==> src/pkg/btsu_map.vh <==
`ifndef BTSU_MAP_VH
`define BTSU_MAP_VH
// ----------------------------------------
// Instruction layout
// ----------------------------------------
`define BTSU_OPC_HI      11
`define BTSU_OPC_LO      8
`define BTSU_BIT_HI      7
`define BTSU_BIT_LO      5
`define BTSU_REG_HI      4
`define BTSU_REG_LO      0
`define BTSU_OPC_SKIP_CLR 4'h6
`define BTSU_OPC_SKIP_SET 4'h7
// Fetched word that executes as a no-operation
`define BTSU_NOP_WORD    12'h000
// Total cycles of a skipping instruction
`define BTSU_SKIP_CYCLES 2
`endif

==> src/logic/btsu_bit_select.v <==
`include "btsu_map.vh"
// ----------------------------------------
// Bit selector
// ----------------------------------------
module btsu_bit_select (
  input  wire [7:0] data,
  input  wire [2:0] index,
  output wire       bit_value
);
  // One mux; any index 0..7 is legal
  assign bit_value = data[index];
endmodule // btsu_bit_select

==> src/logic/btsu_core.v <==
// Contract
// RQ1 - Opcode 0110 tests bit, skips when clear
// RQ2 - Opcode 0111 tests bit, skips when set
// RQ3 - Skip discards prefetch, runs no-operation instead
// RQ4 - Register 0..31 and bit 0..7 accepted
// RQ5 - Skip-if-clear decides only on bit zero
// RQ6 - No skip: one cycle, no writes
`include "btsu_map.vh"
// ----------------------------------------
// Bit-test-and-skip execute stage
// ----------------------------------------
module btsu_core (
  input  wire        clock,
  input  wire        rst,
  input  wire        exec_valid,
  input  wire [11:0] exec_word,
  input  wire [11:0] prefetch_word,
  input  wire [7:0]  file_rdata,
  output wire [4:0]  file_raddr,
  output wire        file_we,
  output wire        status_we,
  output wire        is_bit_test,
  output wire        skip_now,
  output reg  [11:0] next_exec_word,
  output reg         in_skip_cycle
);
  // ----------------------------------------
  // Decode
  // ----------------------------------------
  localparam ST_RUN  = 1'b0;
  localparam ST_SKIP = 1'b1;
  reg        state;
  wire [3:0] opcode;
  wire [2:0] bit_index;
  wire       sel_bit;
  wire       is_clr;
  wire       is_set;
  assign opcode     = exec_word[`BTSU_OPC_HI:`BTSU_OPC_LO];
  assign bit_index  = exec_word[`BTSU_BIT_HI:`BTSU_BIT_LO];              // see RQ4
  assign file_raddr = exec_word[`BTSU_REG_HI:`BTSU_REG_LO];              // see RQ4
  assign is_clr     = exec_valid && (opcode == `BTSU_OPC_SKIP_CLR);      // see RQ1
  assign is_set     = exec_valid && (opcode == `BTSU_OPC_SKIP_SET);      // see RQ2
  assign is_bit_test = is_clr || is_set;
  btsu_bit_select u_sel (
    .data      (file_rdata),
    .index     (bit_index),
    .bit_value (sel_bit)
  );
  // Skip decision; clear variant looks only at the bit being zero
  // Gated by run state: the nop slot never starts a second skip
  assign skip_now = (state == ST_RUN)
                 && ((is_clr && !sel_bit)                                // see RQ1 RQ5
                  || (is_set && sel_bit));                               // see RQ2
  // Tests never write the register or flags
  assign file_we   = 1'b0;                                               // see RQ6
  assign status_we = 1'b0;                                               // see RQ6
  // ----------------------------------------
  // Prefetch replacement
  // ----------------------------------------
  reg        next_state;
  reg [11:0] next_word;
  reg        next_slot;
  // Next values; defaults first so every path assigns all three
  always @*
  begin
    next_state = ST_RUN;
    next_word  = prefetch_word;
    next_slot  = 1'b0;
    case (state)
      ST_RUN:
      begin
        if (skip_now)
        begin
          next_state = ST_SKIP;
          next_word  = `BTSU_NOP_WORD;                                   // see RQ3
          next_slot  = 1'b1;
        end
        else
        begin
          next_state = ST_RUN;
          next_word  = prefetch_word;                                    // see RQ5 RQ6
          next_slot  = 1'b0;
        end
      end
      ST_SKIP:
      begin
        // No-operation slot cannot itself skip
        next_state = ST_RUN;
        next_word  = prefetch_word;
        next_slot  = 1'b0;
      end
      default:
      begin
        next_state = ST_RUN;
        next_word  = `BTSU_NOP_WORD;
        next_slot  = 1'b0;
      end
    endcase
  end
  // Registered so the next stage sees a clean word; skip costs one extra cycle
  always @(posedge clock or posedge rst)
  begin
    if (rst)
    begin
      state          <= ST_RUN;
      next_exec_word <= `BTSU_NOP_WORD;
      in_skip_cycle  <= 1'b0;
    end
    else
    begin
      state          <= next_state;
      next_exec_word <= next_word;
      in_skip_cycle  <= next_slot;
    end
  end
endmodule // btsu_core

==> config.mk <==
export PLATFORM = sky130hd
export DESIGN_NAME = btsu_core
export DESIGN_NICKNAME = d
export VERILOG_FILES = /design/src/logic/btsu_bit_select.v /design/src/logic/btsu_core.v
export VERILOG_INCLUDE_DIRS = /design/src /design/src/pkg
export SDC_FILE = /design/constraint.sdc
export NUM_CORES = 1
export LEC_CHECK = 0
export BUFFER_PORTS_ARGS = -buffer_cell sky130_fd_sc_hd__buf_2
export CORE_ASPECT_RATIO = 0.8
export CORE_UTILIZATION = 34
export DETAILED_ROUTE_END_ITERATION = 8
export PLACE_DENSITY = 0.83
export SLEW_MARGIN = 20
export SYNTH_ARGS = -nofsm -noshare
export SYNTH_HDL_FRONTEND = slang
export SYNTH_SLANG_ARGS = --single-unit
==> constraint.sdc <==
create_clock -name clock -period 1.75 [get_ports clock]
set_input_delay 0.175 -clock clock [delete_from_list [all_inputs] [get_ports clock]]
set_output_delay 0.175 -clock clock [all_outputs]
set_load 0.03 [all_outputs]
==> out/metrics.yaml <==
yosys:
  synthArstFlopShare_pct: 100.0
  ys_seq_area_share_pct: 56.28
  synthFlopType: "dfrtp_1"
  synth_top_area_cell: "dfrtp_1"
  synth_top_cell_area_share_pct: 56.28
  syn_area_um2: 578.1
  ys_types: 12
  yosys_warnings: 0
  synth_most_common_cell: "dfrtp_1"
  netlist_top_cells_count: "13 x dfrtp_1, 12 x and2_1, 8 x buf_4"
  synth_edf_count: 0
  syn_area_per_cell_um2: 12.57
  synthCells: 46
  ys_ff_latch: 13
  synth_area_leaders: "dfrtp_1 56%, and2_1 13%, buf_4 10%"
critical_path:
  crit_path_end: "skip_now"
  r2r_cells: 4
  rr_startpoint: "state$_DFF_PP0_"
  critPathRequiredTime_ns: 1.57
  path_max_fanout: 4
  r2r_end: "next_exec_word[1]$_DFF_PP0_"
  critPathCaptureType: "output pin"
  criticalPathCategory: "primary input to output pin"
  path_cells: "buf_6 > mux2_2 > mux4_2 > mux2i_2 > inv_1 > buf_6"
  max_stage_delay_ns: 0.48
  worst_path_max_delay_cell: "mux4_2"
  cp-start-kind: "primary input"
  arrival_ns: 1.50
  cpMostUsedCell: "buf_6"
  reg2reg_slack_ns: 0.55
  startpoint: "exec_word[5]"
drt:
  wl_um: 1221
  drc: 0
  viasPerCell: 4.090
  ant_nets: 0
  drt_iter0_drc: 4
  drtPass1Iterations: 2
  num_vias: 454
  wl_per_cell_um: 11.00
floorplan:
  die_h_um: 38.88
  fp-row-count: 12
  die_w_um: 48.10
  dieArea_mm2: 0.001870
  ios: 57
  core_mm2: 0.001486
  start_util_pct: 38.89
clocking:
  cts_max_level: 1
  path_clk_slew_ns: 0.07
  cts_max_path_buffers: 2
  clk_latency_ns: 0.27
  cts_root_buf: "clkbuf_4"
  numCtsBuffers: 3
  cts_tree: "yes"
  clkSinkCount: 13
min_path:
  hold_path_class: "primary input to flop"
  hp-start: "prefetch_word[3]"
place:
  place_area_um2: 775.7
  dp_hpwl_um: 979.7
  port_buffers: 44
  gp_congestion: 0.6677
  placed_cells: 105
  pre_cts_ws_ns: -0.01927
final_layout:
  final_area_um2: 843.3
  antenna_cells: 0
  area_growth_pct: 45.89
  final_nets: 126
  instances_no_fill: 111
  drive_gt1_share_pct: 61.11
sta:
  final-setup-viol-count: 0
  rsz0062_at_grt: "false"
  finalHoldViolCount: 0
  period_minus_slack_ns: 1.679
  clock.fmax_ghz: 0.5955
  maxSlewViolCount: 0
  fin_worst_skew_ns: 0.001214
  fin_ws_ns: 0.07063
  layout_worst_path_cycle_share_pct: 95.96
grt:
  grt_pass1_wl_um: 1780
  grt_max_degree: 14
  grt-ovfl-total: 0
  grt_usage_pct: 15.44
  grt_pass1_vias: 452
  antenna_found_initial: 0
pwr:
  fin_total_pwr_uw: 643.8
  irDropWorstVdd_uv: 340.1
  power_density_mw_per_mm2: 763.5
  leakage_nw: 0.4654
job:
  cap_violations: 0
outcome:
  status: "completed"
-- worst min path at each step --
stage | slack (ns) | cells past startpoint | end
after floorplan | 0.05 | 1 | next_exec_word[0]$_DFF_PP0_
after global placement | 0.20 | 2 | next_exec_word[1]$_DFF_PP0_
after detailed placement | 0.21 | 2 | next_exec_word[0]$_DFF_PP0_
after CTS | 0.09 | 2 | next_exec_word[2]$_DFF_PP0_
after global routing | 0.08 | 2 | next_exec_word[10]$_DFF_PP0_
final | 0.10 | 2 | next_exec_word[3]$_DFF_PP0_
-- report_power, final --
part	internal [mW]	switching, mW
logic	0.0653	0.0781
clock network	0.0885	0.0907
registers	0.317	0.00398
total	0.471	0.173
-- metrics by stage --
step	TNS (ns)	utilization [%]	hold slack [ns]
after floorplan	0	-	0.05196
after global placement	0	52.19	0.1951
after detailed placement	-0.02287	52.19	0.2076
after CTS	0	55.30	0.09220
after global routing	0	56.73	0.08433
final	0	56.73	0.1039
-- layer usage --
metal / wire [um] / global-route usage [%] / share of wire [%] / vias to the layer above
met2: 641 / 26.01 / 52 / 26
met3: 105 / 8.879 / 8.6 / 6
met5: 0 / 0 / 0 / -
met4: 17 / 11.11 / 1.4 / 0
met1: 457 / 13.37 / 37 / 198
li1: - / - / - / 224
-- logic make-up (layout without fill, tap and decap cells) --
kind of cell	Yosys count	count (layout)	synth area share [%]
muxes	6	6	14.07
other	1	2	0.6487
DFF	13	13	56.28
buffers and inverters	11	54	12.34
and+or+nand+nor	15	15	16.67
-- area by class of cell --
type / instances / area, um^2
timing repair buffer: 47 / 257.7
inverter: 3 / 11.26
clock buffer: 4 / 26.28
tap: 21 / 26.28
fill: 135 / 643.1
sequential: 13 / 325.3
multi-input combinational: 23 / 196.4
-- what timing repair did --
item | 4_1_cts | 5_1_grt
setup endpoints to repair | 1 | 1
gates resized for setup | 1 | 6
endpoints found under the hold margin | 13 | 0
hold buffers | 1 | 0
buffers inserted | 1 | 0
-- state kept, by name, summed over array words and instances, names as in the netlist --
name / cells
state: 1
next_exec_word: 12
-- placed cells by master (no fill, tap or decap), drive strengths merged --
cell type / n
and2: 12
buf: 46
clkbuf: 4
conb: 2
dfrtp: 13
dlygate4sd3: 1
inv: 3
mux2: 4
mux2i: 1
mux4: 1
nand4b: 1
nor3: 1
nor3b: 1
-- critical path: cells and delay by family --
family	cells	cell delay (ns)
buffers and inverters	3	0.32
multiplexers	3	1.00
No activity file was read; power rests on OpenSTA's default activity.
